**src/hdl/usc_consts.svh**
```systemverilog
// register indices, field positions, reset values and rate divisors of the serial control block
`ifndef USC_CONSTS_SVH
`define USC_CONSTS_SVH

// register indices; byte address is four times the index
`define USC_IDX_PCTRL 8'h87
`define USC_IDX_SCTRL 8'h98
`define USC_IDX_SLAVE_ADDR_REG 8'hA9
`define USC_IDX_SMASK 8'hB9
`define USC_IDX_TXDATA 8'hC0
`define USC_IDX_RXDATA 8'hC1
`define USC_IDX_BAUD 8'hC2
`define USC_IDX_ISTAT 8'hC3
`define USC_IDX_IMASK 8'hC4
`define USC_IDX_BITWR 8'hC5

// serial control bit positions
`define USC_SC_MODE_HI 7
`define USC_SC_MODE_LO 6
`define USC_SC_MP 5
`define USC_SC_RALLOW 4
`define USC_SC_TX9 3
`define USC_SC_RX9 2
`define USC_SC_TXDONE 1
`define USC_SC_RXDONE 0
`define USC_SCTRL_RST 8'h00

// power control bits kept here
`define USC_PC_DBL 1
`define USC_PC_FCS 0
`define USC_PC_HI_DBL 7
`define USC_PC_HI_FCS 6

// baud config fields
`define USC_BAUD_X2 16

// interrupt status bits
`define USC_IRQ_TX 0
`define USC_IRQ_RX 1
`define USC_IRQ_FE 2

// clock cycles per bit for the fixed-rate modes
`define USC_DIV_M0 16'h000C
`define USC_DIV_M0_X2 16'h0006
`define USC_DIV_M2 16'h0040
`define USC_DIV_M2_DBL 16'h0020

// index of the last data bit in a frame
`define USC_LAST_BIT8 4'h7
`define USC_LAST_BIT9 4'h8

`endif

```
**src/hdl/usc_pkg.sv**
```systemverilog
// types shared by the serial control block
package usc_pkg;
  typedef enum logic [1:0] {
    USC_MODE_SHIFT = 2'b00,
    USC_MODE_8VAR = 2'b01,
    USC_MODE_9FIX = 2'b10,
    USC_MODE_9VAR = 2'b11
  } usc_mode_t;
  typedef enum logic [3:0] {
    USC_TX_IDLE = 4'b0001,
    USC_TX_START = 4'b0010,
    USC_TX_DATA = 4'b0100,
    USC_TX_STOP = 4'b1000
  } usc_tx_st_t;
  typedef enum logic [3:0] {
    USC_RX_IDLE = 4'b0001,
    USC_RX_START = 4'b0010,
    USC_RX_DATA = 4'b0100,
    USC_RX_STOP = 4'b1000
  } usc_rx_st_t;
  typedef enum logic [3:0] {
    USC_REG_NONE = 4'h0,
    USC_REG_PCTRL = 4'h1,
    USC_REG_SCTRL = 4'h2,
    USC_REG_SLAVE_ADDR_REG = 4'h3,
    USC_REG_SMASK = 4'h4,
    USC_REG_TXDATA = 4'h5,
    USC_REG_RXDATA = 4'h6,
    USC_REG_BAUD = 4'h7,
    USC_REG_ISTAT = 4'h8,
    USC_REG_IMASK = 4'h9,
    USC_REG_BITWR = 4'hA
  } usc_reg_t;
  typedef struct packed {
    logic psel;
    logic penable;
    logic pwrite;
    logic [11:0] paddr;
    logic [31:0] pwdata;
  } usc_apb_req_t;
  typedef struct packed {
    logic pready;
    logic [31:0] prdata;
    logic pslverr;
  } usc_apb_rsp_t;
  typedef struct packed {
    usc_mode_t mode;
    logic [15:0] bit_cycles;
    logic rx_allow;
    logic rx_go;
  } usc_eng_cfg_t;
  typedef struct packed {
    logic tx_done;
    logic rx_data;
    logic rx_stop;
    logic stop_bit;
  } usc_eng_ev_t;
endpackage

```
**src/hdl/usc_serial_ctrl.sv**
```systemverilog
// serial port control and status block with APB register access
// Operation
// - with frame checking on, a bad stop bit sets the framing-error flag.
// - framing-error flag stays set; only software clear or reset clears it.
// - bit 7 is framing-error flag when frame-check select is one, else mode-select high.
// - multiprocessor enable filters addresses in modes 1 to 3; software keeps it clear in mode 0.
// - reception starts only while the receive-allow bit is one.
// - transmit-done sets after 8th bit in mode 0, at stop start otherwise.
// - serial control resets to zero and each bit is individually writable.
// - with frame checking on, receive-done rises at the stop bit.
// - with filtering, address frames set receive-done only on given or broadcast match.
// - given address compares slave address only where the mask holds ones.
// - broadcast address is address OR mask, zeros there are don't-care.
//
// The APB slave port is this design's own decision.
`timescale 1ns/1ps
`default_nettype none
`include "usc_consts.svh"
module usc_serial_ctrl #(
  parameter logic [15:0] BAUD_DIV_RST = 16'h0010 // bit period for variable-rate modes
) (
  input wire logic i_clock, // system clock, 200 MHz
  input wire logic i_sys_rst, // async reset, active high
  input wire usc_pkg::usc_apb_req_t i_apb, // APB request from the master
  output usc_pkg::usc_apb_rsp_t o_apb, // APB answer
  output logic o_irq, // level interrupt, high while an unmasked event is pending
  output logic o_txd, // serial data out, or shift clock in mode 0
  input wire logic i_rxd, // receive pin level
  output logic o_rxd_out, // receive pin drive value in mode 0
  output logic o_rxd_oe_n // receive pin drive enable, low while driving
);
  import usc_pkg::*;

  typedef struct packed {
    logic [7:0] serial_ctrl_reg;
    logic framing_err_flag;
    logic [7:0] slave_addr_reg;
    logic [7:0] slave_mask_reg;
    logic [1:0] power_ctrl_reg;
    logic [15:0] baud_div;
    logic x2_speed;
    logic [2:0] int_stat;
    logic [2:0] int_mask;
    logic [7:0] tx_byte;
    logic tx_start;
    logic [7:0] rx_buf;
    logic rb8_pend;
    logic [2:0] rx_sync;
    logic rx_line;
    logic irq;
    usc_apb_rsp_t apb;
  } usc_main_st_t;

  localparam usc_main_st_t MAIN_RST = '{serial_ctrl_reg: `USC_SCTRL_RST,
    baud_div: BAUD_DIV_RST, rx_sync: 3'h7, rx_line: 1'b1, default: '0};

  // address decode shared by reads and writes
  function automatic usc_reg_t usc_decode(input logic [11:0] addr);
    usc_reg_t r;
    r = USC_REG_NONE;
    if (addr[11:10] == 2'h0 && addr[1:0] == 2'h0) begin
      case (addr[9:2])
        `USC_IDX_PCTRL: r = USC_REG_PCTRL;
        `USC_IDX_SCTRL: r = USC_REG_SCTRL;
        `USC_IDX_SLAVE_ADDR_REG: r = USC_REG_SLAVE_ADDR_REG;
        `USC_IDX_SMASK: r = USC_REG_SMASK;
        `USC_IDX_TXDATA: r = USC_REG_TXDATA;
        `USC_IDX_RXDATA: r = USC_REG_RXDATA;
        `USC_IDX_BAUD: r = USC_REG_BAUD;
        `USC_IDX_ISTAT: r = USC_REG_ISTAT;
        `USC_IDX_IMASK: r = USC_REG_IMASK;
        `USC_IDX_BITWR: r = USC_REG_BITWR;
        default: r = USC_REG_NONE;
      endcase
    end
    return r;
  endfunction

  // given address: compare only where the mask is one
  function automatic logic usc_given_hit(input logic [7:0] a, input logic [7:0] sa,
                                         input logic [7:0] sm);
    return ((a ^ sa) & sm) == 8'h00;
  endfunction

  // broadcast address: ones of address OR mask must be present
  function automatic logic usc_bcast_hit(input logic [7:0] a, input logic [7:0] sa,
                                         input logic [7:0] sm);
    logic [7:0] b;
    b = sa | sm;
    return ((a ^ b) & b) == 8'h00;
  endfunction

  usc_main_st_t s;
  usc_main_st_t n;
  usc_mode_t mode;
  usc_reg_t rsel;
  usc_eng_cfg_t cfg;
  usc_eng_ev_t ev;
  logic tx_busy;
  logic [7:0] rx_byte;
  logic rx_ninth;
  logic fcs;
  logic mp;
  logic addr_ok;
  logic take;
  logic rb8_val;
  logic setup;
  logic acc_wr;
  logic wr_sctrl;
  logic [7:0] sctrl_rd;
  logic [7:0] wval;
  logic [31:0] rdata;
  logic [15:0] bit_cycles;

  always_comb begin
    mode = usc_mode_t'({s.serial_ctrl_reg[`USC_SC_MODE_HI], s.serial_ctrl_reg[`USC_SC_MODE_LO]});
    fcs = s.power_ctrl_reg[`USC_PC_FCS];
    // bit 7 shows the framing-error flag only under frame-check select
    sctrl_rd = s.serial_ctrl_reg;
    if (fcs) sctrl_rd[`USC_SC_MODE_HI] = s.framing_err_flag;
    // bit period in system clocks for the selected mode
    case (mode)
      USC_MODE_SHIFT: bit_cycles = s.x2_speed ? `USC_DIV_M0_X2 : `USC_DIV_M0;
      USC_MODE_9FIX: bit_cycles = s.power_ctrl_reg[`USC_PC_DBL] ? `USC_DIV_M2_DBL : `USC_DIV_M2;
      default: bit_cycles = (s.baud_div == 16'h0000) ? 16'h0001 : s.baud_div;
    endcase
    cfg.mode = mode;
    cfg.bit_cycles = bit_cycles;
    cfg.rx_allow = s.serial_ctrl_reg[`USC_SC_RALLOW];
    cfg.rx_go = !s.serial_ctrl_reg[`USC_SC_RXDONE];
    // filtering has no effect in the shift-register mode
    mp = s.serial_ctrl_reg[`USC_SC_MP] && mode != USC_MODE_SHIFT;
    addr_ok = usc_given_hit(rx_byte, s.slave_addr_reg, s.slave_mask_reg) ||
              usc_bcast_hit(rx_byte, s.slave_addr_reg, s.slave_mask_reg);
    rsel = usc_decode(i_apb.paddr);
    rdata = 32'h0000_0000;
    case (rsel)
      USC_REG_PCTRL: begin
        rdata[`USC_PC_HI_DBL] = s.power_ctrl_reg[`USC_PC_DBL];
        rdata[`USC_PC_HI_FCS] = s.power_ctrl_reg[`USC_PC_FCS];
      end
      USC_REG_SCTRL: rdata[7:0] = sctrl_rd;
      USC_REG_SLAVE_ADDR_REG: rdata[7:0] = s.slave_addr_reg;
      USC_REG_SMASK: rdata[7:0] = s.slave_mask_reg;
      USC_REG_TXDATA: rdata[7:0] = s.tx_byte;
      USC_REG_RXDATA: rdata[7:0] = s.rx_buf;
      USC_REG_BAUD: rdata[16:0] = {s.x2_speed, s.baud_div};
      USC_REG_ISTAT: rdata[2:0] = s.int_stat;
      USC_REG_IMASK: rdata[2:0] = s.int_mask;
      USC_REG_BITWR: rdata[7:0] = sctrl_rd;
      default: rdata = 32'h0000_0000;
    endcase

    n = s;
    n.tx_start = 1'b0;
    // zero-wait APB: ready is raised for the access cycle after each setup
    setup = i_apb.psel && !i_apb.penable;
    n.apb.pready = setup;
    if (setup) begin
      n.apb.prdata = rdata;
      n.apb.pslverr = rsel == USC_REG_NONE;
    end
    acc_wr = i_apb.psel && i_apb.penable && s.apb.pready && i_apb.pwrite;

    // software writes first, hardware sets afterwards so a set is never lost
    wr_sctrl = 1'b0;
    wval = i_apb.pwdata[7:0];
    if (acc_wr) begin
      case (rsel)
        USC_REG_PCTRL: begin
          n.power_ctrl_reg[`USC_PC_DBL] = i_apb.pwdata[`USC_PC_HI_DBL];
          n.power_ctrl_reg[`USC_PC_FCS] = i_apb.pwdata[`USC_PC_HI_FCS];
        end
        USC_REG_SCTRL: wr_sctrl = 1'b1;
        USC_REG_BITWR: begin
          // single-bit write: other bits keep their value
          wr_sctrl = 1'b1;
          wval = sctrl_rd;
          wval[i_apb.pwdata[2:0]] = i_apb.pwdata[8];
        end
        USC_REG_SLAVE_ADDR_REG: n.slave_addr_reg = i_apb.pwdata[7:0];
        USC_REG_SMASK: n.slave_mask_reg = i_apb.pwdata[7:0];
        USC_REG_TXDATA: begin
          n.tx_byte = i_apb.pwdata[7:0];
          n.tx_start = !tx_busy;
        end
        USC_REG_BAUD: begin
          n.baud_div = i_apb.pwdata[15:0];
          n.x2_speed = i_apb.pwdata[`USC_BAUD_X2];
        end
        USC_REG_ISTAT: n.int_stat = s.int_stat & ~i_apb.pwdata[2:0];
        USC_REG_IMASK: n.int_mask = i_apb.pwdata[2:0];
        default: n.int_mask = s.int_mask;
      endcase
    end
    if (wr_sctrl) begin
      n.serial_ctrl_reg[6:0] = wval[6:0];
      if (fcs) begin
        n.framing_err_flag = wval[`USC_SC_MODE_HI];
      end else begin
        n.serial_ctrl_reg[`USC_SC_MODE_HI] = wval[`USC_SC_MODE_HI];
      end
    end

    // transmit done
    if (ev.tx_done) begin
      n.serial_ctrl_reg[`USC_SC_TXDONE] = 1'b1;
      n.int_stat[`USC_IRQ_TX] = 1'b1;
    end

    // receive acceptance per mode
    take = 1'b0;
    rb8_val = s.serial_ctrl_reg[`USC_SC_RX9];
    case (mode)
      USC_MODE_SHIFT: take = ev.rx_data;
      USC_MODE_8VAR: begin
        if (mp || fcs) begin
          // stop bit stands in for the ninth bit under filtering
          take = ev.rx_stop && (!mp || (ev.stop_bit && addr_ok));
          rb8_val = ev.stop_bit;
        end else begin
          take = ev.rx_data;
        end
      end
      default: begin
        take = (!mp || (rx_ninth && addr_ok)) &&
               (fcs ? ev.rx_stop : ev.rx_data);
        rb8_val = rx_ninth;
      end
    endcase
    if (take && !s.serial_ctrl_reg[`USC_SC_RXDONE]) begin
      n.rx_buf = rx_byte;
      if (mode != USC_MODE_SHIFT) n.serial_ctrl_reg[`USC_SC_RX9] = rb8_val;
      n.serial_ctrl_reg[`USC_SC_RXDONE] = 1'b1;
      n.int_stat[`USC_IRQ_RX] = 1'b1;
      // plain mode 1 raises done before the stop bit; its level follows
      n.rb8_pend = mode == USC_MODE_8VAR && !mp && !fcs;
    end else if (s.rb8_pend && ev.rx_stop) begin
      n.serial_ctrl_reg[`USC_SC_RX9] = ev.stop_bit;
      n.rb8_pend = 1'b0;
    end

    // framing error on a bad stop bit, sticky
    if (ev.rx_stop && mode != USC_MODE_SHIFT && fcs && !ev.stop_bit) begin
      n.framing_err_flag = 1'b1;
      n.int_stat[`USC_IRQ_FE] = 1'b1;
    end

    // receive pin: first stage feeds only the second
    n.rx_sync = {s.rx_sync[1:0], i_rxd};
    if (s.rx_sync[1] == s.rx_sync[2]) n.rx_line = s.rx_sync[2];

    n.irq = (s.int_stat & s.int_mask) != 3'h0;
  end

  always_ff @(posedge i_clock or posedge i_sys_rst) begin
    if (i_sys_rst) begin
      s <= MAIN_RST;
    end else begin
      s <= n;
    end
  end

  usc_engine u_engine (
    .i_clock(i_clock),
    .i_sys_rst(i_sys_rst),
    .i_cfg(cfg),
    .i_tx_start(s.tx_start),
    .i_tx_byte(s.tx_byte),
    .i_tx_ninth(s.serial_ctrl_reg[`USC_SC_TX9]),
    .i_rx_line(s.rx_line),
    .o_txd(o_txd),
    .o_rxd_out(o_rxd_out),
    .o_rxd_oe_n(o_rxd_oe_n),
    .o_tx_busy(tx_busy),
    .o_ev(ev),
    .o_rx_byte(rx_byte),
    .o_rx_ninth(rx_ninth)
  );

  assign o_apb = s.apb;
  assign o_irq = s.irq;
endmodule
`default_nettype wire

```
**src/hdl/usc_engine.sv**
```systemverilog
// serial bit engine: asynchronous frames and shift-register transfers
`timescale 1ns/1ps
`default_nettype none
`include "usc_consts.svh"
module usc_engine (
  input wire logic i_clock, // system clock
  input wire logic i_sys_rst, // async reset, active high
  input wire usc_pkg::usc_eng_cfg_t i_cfg, // mode, bit period, receive gates
  input wire logic i_tx_start, // one-cycle load of a new frame
  input wire logic [7:0] i_tx_byte, // byte to send
  input wire logic i_tx_ninth, // ninth bit for 9-bit modes
  input wire logic i_rx_line, // filtered receive line
  output logic o_txd, // serial out, or shift clock in mode 0
  output logic o_rxd_out, // shift data out in mode 0
  output logic o_rxd_oe_n, // shift data enable, low while driving
  output logic o_tx_busy, // transmit frame in progress
  output usc_pkg::usc_eng_ev_t o_ev, // one-cycle events
  output logic [7:0] o_rx_byte, // last received byte
  output logic o_rx_ninth // last received ninth bit
);
  import usc_pkg::*;

  typedef struct packed {
    usc_tx_st_t tx_st;
    usc_rx_st_t rx_st;
    logic [15:0] tcnt;
    logic [15:0] rcnt;
    logic [3:0] tbit;
    logic [3:0] rbit;
    logic [8:0] tsh;
    logic [8:0] rsh;
    logic txd;
    logic rxd_out;
    logic rxd_oe_n;
    usc_eng_ev_t ev;
    logic [7:0] rx_byte;
    logic rx_ninth;
  } usc_eng_st_t;

  localparam usc_eng_st_t ENG_RST = '{tx_st: USC_TX_IDLE, rx_st: USC_RX_IDLE,
    txd: 1'b1, rxd_oe_n: 1'b1, default: '0};

  usc_eng_st_t s;
  usc_eng_st_t n;
  logic [15:0] half;
  logic [15:0] last;
  logic mode0;
  logic nine;
  logic tend;
  logic rend;
  logic [8:0] rv;
  logic [3:0] lastbit;

  always_comb begin
    half = {1'b0, i_cfg.bit_cycles[15:1]};
    last = i_cfg.bit_cycles - 16'h0001;
    mode0 = i_cfg.mode == USC_MODE_SHIFT;
    nine = i_cfg.mode[1];
    lastbit = nine ? `USC_LAST_BIT9 : `USC_LAST_BIT8;
    // a bit period shortened mid-frame ends the bit at once instead of waiting for wrap
    tend = s.tcnt >= last;
    rend = s.rcnt >= last;
    rv = {i_rx_line, s.rsh[8:1]};
    n = s;
    n.ev = '0;
    case (s.tx_st)
      USC_TX_IDLE: begin
        if (i_tx_start) begin
          n.tsh = {i_tx_ninth, i_tx_byte};
          n.tcnt = '0;
          n.tbit = '0;
          n.txd = 1'b0;
          if (mode0) begin
            n.tx_st = USC_TX_DATA;
            n.rxd_oe_n = 1'b0;
            n.rxd_out = i_tx_byte[0];
          end else begin
            n.tx_st = USC_TX_START;
          end
        end
      end
      USC_TX_START: begin
        n.tcnt = s.tcnt + 16'h0001;
        if (tend) begin
          n.tcnt = '0;
          n.tx_st = USC_TX_DATA;
          n.txd = s.tsh[0];
        end
      end
      USC_TX_DATA: begin
        n.tcnt = s.tcnt + 16'h0001;
        // shift clock: low first half of the bit, high second half
        if (mode0) n.txd = s.tcnt >= half;
        if (tend) begin
          n.tcnt = '0;
          n.tbit = s.tbit + 4'h1;
          n.tsh = {1'b1, s.tsh[8:1]};
          if (mode0) begin
            n.rxd_out = s.tsh[1];
            if (s.tbit == `USC_LAST_BIT8) begin
              n.tx_st = USC_TX_IDLE;
              n.ev.tx_done = 1'b1;
              n.rxd_oe_n = 1'b1;
              n.txd = 1'b1;
            end
          end else if (s.tbit == lastbit) begin
            n.tx_st = USC_TX_STOP;
            n.txd = 1'b1;
            n.ev.tx_done = 1'b1;
          end else begin
            n.txd = s.tsh[1];
          end
        end
      end
      USC_TX_STOP: begin
        n.tcnt = s.tcnt + 16'h0001;
        if (tend) n.tx_st = USC_TX_IDLE;
      end
      default: n.tx_st = USC_TX_IDLE;
    endcase
    case (s.rx_st)
      USC_RX_IDLE: begin
        n.rcnt = '0;
        n.rbit = '0;
        if (i_cfg.rx_allow) begin
          if (mode0) begin
            if (i_cfg.rx_go && s.tx_st == USC_TX_IDLE && !i_tx_start) begin
              n.rx_st = USC_RX_DATA;
              n.txd = 1'b0;
            end
          end else if (!i_rx_line) begin
            n.rx_st = USC_RX_START;
          end
        end
      end
      USC_RX_START: begin
        n.rcnt = s.rcnt + 16'h0001;
        // recheck the start bit at its middle to reject glitches
        if (s.rcnt == half) begin
          n.rcnt = '0;
          n.rx_st = i_rx_line ? USC_RX_IDLE : USC_RX_DATA;
        end
      end
      USC_RX_DATA: begin
        n.rcnt = s.rcnt + 16'h0001;
        if (mode0) n.txd = s.rcnt >= half;
        if (rend) begin
          n.rcnt = '0;
          n.rbit = s.rbit + 4'h1;
          n.rsh = rv;
          if (mode0 && s.rbit == `USC_LAST_BIT8) begin
            n.rx_st = USC_RX_IDLE;
            n.txd = 1'b1;
            n.ev.rx_data = 1'b1;
            n.rx_byte = rv[8:1];
          end else if (!mode0 && s.rbit == lastbit) begin
            n.rx_st = USC_RX_STOP;
            n.ev.rx_data = 1'b1;
            n.rx_byte = nine ? rv[7:0] : rv[8:1];
            if (nine) n.rx_ninth = rv[8];
          end
        end
      end
      USC_RX_STOP: begin
        n.rcnt = s.rcnt + 16'h0001;
        if (rend) begin
          n.rx_st = USC_RX_IDLE;
          n.ev.rx_stop = 1'b1;
          n.ev.stop_bit = i_rx_line;
        end
      end
      default: n.rx_st = USC_RX_IDLE;
    endcase
  end

  always_ff @(posedge i_clock or posedge i_sys_rst) begin
    if (i_sys_rst) begin
      s <= ENG_RST;
    end else begin
      s <= n;
    end
  end

  assign o_txd = s.txd;
  assign o_rxd_out = s.rxd_out;
  assign o_rxd_oe_n = s.rxd_oe_n;
  assign o_tx_busy = s.tx_st != USC_TX_IDLE;
  assign o_ev = s.ev;
  assign o_rx_byte = s.rx_byte;
  assign o_rx_ninth = s.rx_ninth;
endmodule
`default_nettype wire

```
**config.mk**
```make
export PLATFORM = sky130hd
export DESIGN_NAME = usc_serial_ctrl
export DESIGN_NICKNAME = d
export VERILOG_FILES = /design/src/hdl/usc_pkg.sv /design/src/hdl/usc_serial_ctrl.sv /design/src/hdl/usc_engine.sv
export VERILOG_INCLUDE_DIRS = /design/src /design/src/hdl
export SDC_FILE = /design/constraint.sdc
export NUM_CORES = 1
export LEC_CHECK = 0
export BUFFER_PORTS_ARGS = -buffer_cell sky130_fd_sc_hd__buf_2
export CORE_MARGIN = 3
export CORE_UTILIZATION = 35
export CTS_CLUSTER_DIAMETER = 60
export DETAILED_ROUTE_END_ITERATION = 8
export PLACE_DENSITY_LB_ADDON = 0.12
export SYNTH_ARGS = -nofsm -noshare
export SYNTH_HDL_FRONTEND = slang
export SYNTH_HIERARCHICAL = 1
export SYNTH_SLANG_ARGS = --single-unit
```
**constraint.sdc**
```tcl
create_clock -name i_clock -period 8.7 [get_ports i_clock]
set_input_delay 1.74 -clock i_clock [delete_from_list [all_inputs] [get_ports i_clock]]
set_output_delay 1.74 -clock i_clock [all_outputs]
set_load 0.005 [all_outputs]
```
==> run summary <==
RePlAce Congestion -> 0.869
Clock buffer depth -> 2
Slew @ Worst Pin -> 1.24 ns
DP Worst Slack -> 2.95 ns
Post-Route WL -> 31700 um
GRT Residual Overflow -> 0
Final Cycle Share -> 0.660
Starting density of the core -> 0.361
Leading cell type in the layout, fill and taps excluded -> dfrtp_1
Pin count of the biggest net entering global routing -> 75
Drt drc -> 0
Routed len/inst -> 19.9 um
Vias -> 8892
First-pass GRT wire length -> 50100 um
Metal-1 WL -> 15400 um
Setup slack after layout -> 2.96 ns
Ports -> 88
Drt initial violations -> 510
Antenna viol nets, final -> 0
Post-DP HPWL -> 23900 um
Highest metal used -> met4
Cell leakage power -> 0.00562 uW
Top FF cell, synth -> dfrtp_1
Design area -> 12200 um^2
Normalized max-slew margin -> 0.173
Minimum clock period -> 5.74 ns
Crit path max fanout -> 30
Post-CTS Hold Buffers -> 0
Setup_tns -> 0 ns
Number of nets in the layout -> 1297
GRT Overall Usage -> 0.188
Setup crit end kind -> register
Area delta synth->final -> 8.51%
Initial antenna violation count -> 0
Port bufs -> 57
Max Slew Vio Count -> 0
Total setup buffers inserted after CTS -> 0
Placed cell areas -> 11600 um^2
CP arrival -> 6.06 ns
Number of global-route vias before repair -> 8717
Root Driver -> clkbuf_16
Distinct cells, synth -> 100
Final setup viols -> 0
Syn avg cell area -> 9.52 um^2
Post-synth EDFFs -> 0
Cell Area, Synth -> 11200 um^2
Yosys reg bits -> 173
Die ar. -> 34200 um^2
Clock slew at reported path FFs -> 0.07 ns
Status -> complete, no violations
WL met2 -> 14700 um
Share of post-route cells with drive strength above 1 -> 0.166
Peak VDD IR -> 0.138 mV
Fillers -> 3145
Die Span Y -> 185 um
Drt first pass iters -> 7
CP Launch Type -> register
Crit path kind -> reg2reg
Sequential area share after synthesis -> 0.387
Die Wd -> 185 um
# resized after CTS -> 0
Synthesized netlist cell count -> 1179
CP Data Required Time -> 9.02 ns
Worst-Skew Late Latency -> 0.44 ns
RSZ-0062 raised after global routing -> false
Worst hold path class -> reg2reg
Maxcap violations -> 0
Diode count -> 0
Max Clock Skew -> 0.00905 ns
Sink Count -> 173
Syn. warnings -> 6
Vias per cell -> 5.58
Met3 wire length -> 1100 um
CTS tree -> built
Async set-reset flop share out of synthesis -> 1.00
Final hold viol count -> 0
Max Clock Freq -> 174 MHz
Commonest non-fill, non-tap cells in the layout -> dfrtp_1 (164), nand2_1 (120), nor2_1 (82)
Placeable core area -> 31100 um^2
Number of cell rows -> 64
H-tree depth -> 4
Pwr Density -> 176 nW/um^2
Num CTS Buffers -> 17
## through the flow
stage,std cells,power (uW),util,hold WS [ns]
3_3_place_gp,1561,1350,0.372,0.346
4_1_cts,1593,2180,0.392,0.357
6_report,1593,2150,0.392,0.356
5_1_grt,1593,2270,0.392,0.364
3_5_place_dp,1561,1350,0.372,0.348
2_1_floorplan,1193,1240,-,0.345
## cell usage after synthesis, types with 9 or more instances
master,instances,area (um^2)
dfstp_2,9,236
nand2_1,120,450
dfrtp_1,164,4100
a22o_1,13,114
buf_2,15,75.1
nor2_1,82,308
xnor2_1,19,166
nor2b_1,9,56.3
nand4_1,15,93.8
a21oi_1,52,260
o22ai_1,14,87.6
ha_1,63,788
buf_4,49,368
nor3_1,21,105
nor4_1,10,62.6
o21ai_0,52,260
and2_1,15,93.8
and3_1,19,119
xor2_1,19,166
o2bb2ai_1,9,78.8
inv_1,47,176
nand3_1,48,240
clkbuf_1,24,90.1
a22oi_1,13,97.6
mux2i_1,16,160
a31oi_1,22,138
mux2_2,62,698
a21o_1,15,113
nand2b_1,11,68.8
and4_1,9,78.8
## worst max-delay path, cell delays in order, from the launching register on
cell	delay [ns]
dfrtp_1	0.98
nor2_1	0.19
a22o_1	0.35
inv_1	0.13
ha_1	0.19
nor3b_4	0.31
nand2_1	0.16
nor3_1	0.25
xnor2_1	0.20
ha_1	0.28
and3_1	0.16
a221o_1	0.29
a21o_1	0.23
a21o_1	0.19
a31oi_1	0.24
or3_1	0.80
o21bai_4	0.34
mux2_4	0.32
## final timing paths
path | start | end | slack (ns) | cells past startpoint
setup / recovery | cfg[18]$_DFFE_PP0P_ | u_engine/o_rx_byte[7]$_DFFE_PP0P_ | 2.96 | 17
hold / removal | n[37]$_DFF_PP1_ | n[38]$_DFF_PP1_ | 0.36 | 0
setup reg to reg | cfg[18]$_DFFE_PP0P_ | u_engine/o_rx_byte[7]$_DFFE_PP0P_ | 2.96 | 17
hold reg to reg | n[37]$_DFF_PP1_ | n[38]$_DFF_PP1_ | 0.36 | 0
max in group asynchronous | i_sys_rst | s[77]$_DFFE_PP0P_ | 6.24 | 3
min in group asynchronous | i_sys_rst | u_engine/rv[2]$_DFFE_PP0P_ | 1.20 | 2
## state kept, by name (all words and copies together) (netlist names)
signal,cells
fcs,1
s,66
u_engine/o_ev,4
u_engine/s,57
u_engine/rv,8
n,2
o_irq,1
cfg,3
u_engine/o_rxd_out,1
u_engine/o_txd,1
u_engine/o_rx_byte,8
u_engine/o_rx_ninth,1
u_engine/o_rxd_oe_n,1
o_apb,19
## area by class of cell
type                            instances  area (um^2)  share of cell area
Clock inverter                         13          181              0.0149
Tap cell                              396          495              0.0407
Timing Repair Buffer                   62          323              0.0265
Multi-Input combinational cell        882         6220               0.511
Inverter                               48          184              0.0151
Clock buffer                           19          433              0.0356
Sequential cell                       173         4340               0.357
## report_power, final
group	internal [uW]	total, uW	leakage [uW]	switching, uW
clock network	459	811	0.000288	351
registers	860	918	0.00234	57.3
logic	153	417	0.00300	264
## logic make-up (layout without fill, tap and decap cells)
logic type / after synthesis / count (layout) / share of synthesized area
AND/OR/NAND/NOR: 412 / 412 / 0.195
AO/OA/AOI/OAI: 272 / 272 / 0.173
flip-flops: 173 / 173 / 0.387
XOR/XNOR: 39 / 39 / 0.0311
multiplexers: 80 / 80 / 0.0788
other: 1 / 15 / 0.000334
adder cells (fa/ha/maj): 64 / 64 / 0.0712
buffers and inverters: 138 / 142 / 0.0642
## metal layers
metal / track usage / up-vias
met5: 0 / -
met4: 0.0495 / 0
met3: 0.0302 / 29
met2: 0.300 / 185
met1: 0.266 / 4382
li1: - / 4296
Power figures use the tool's default switching activity.
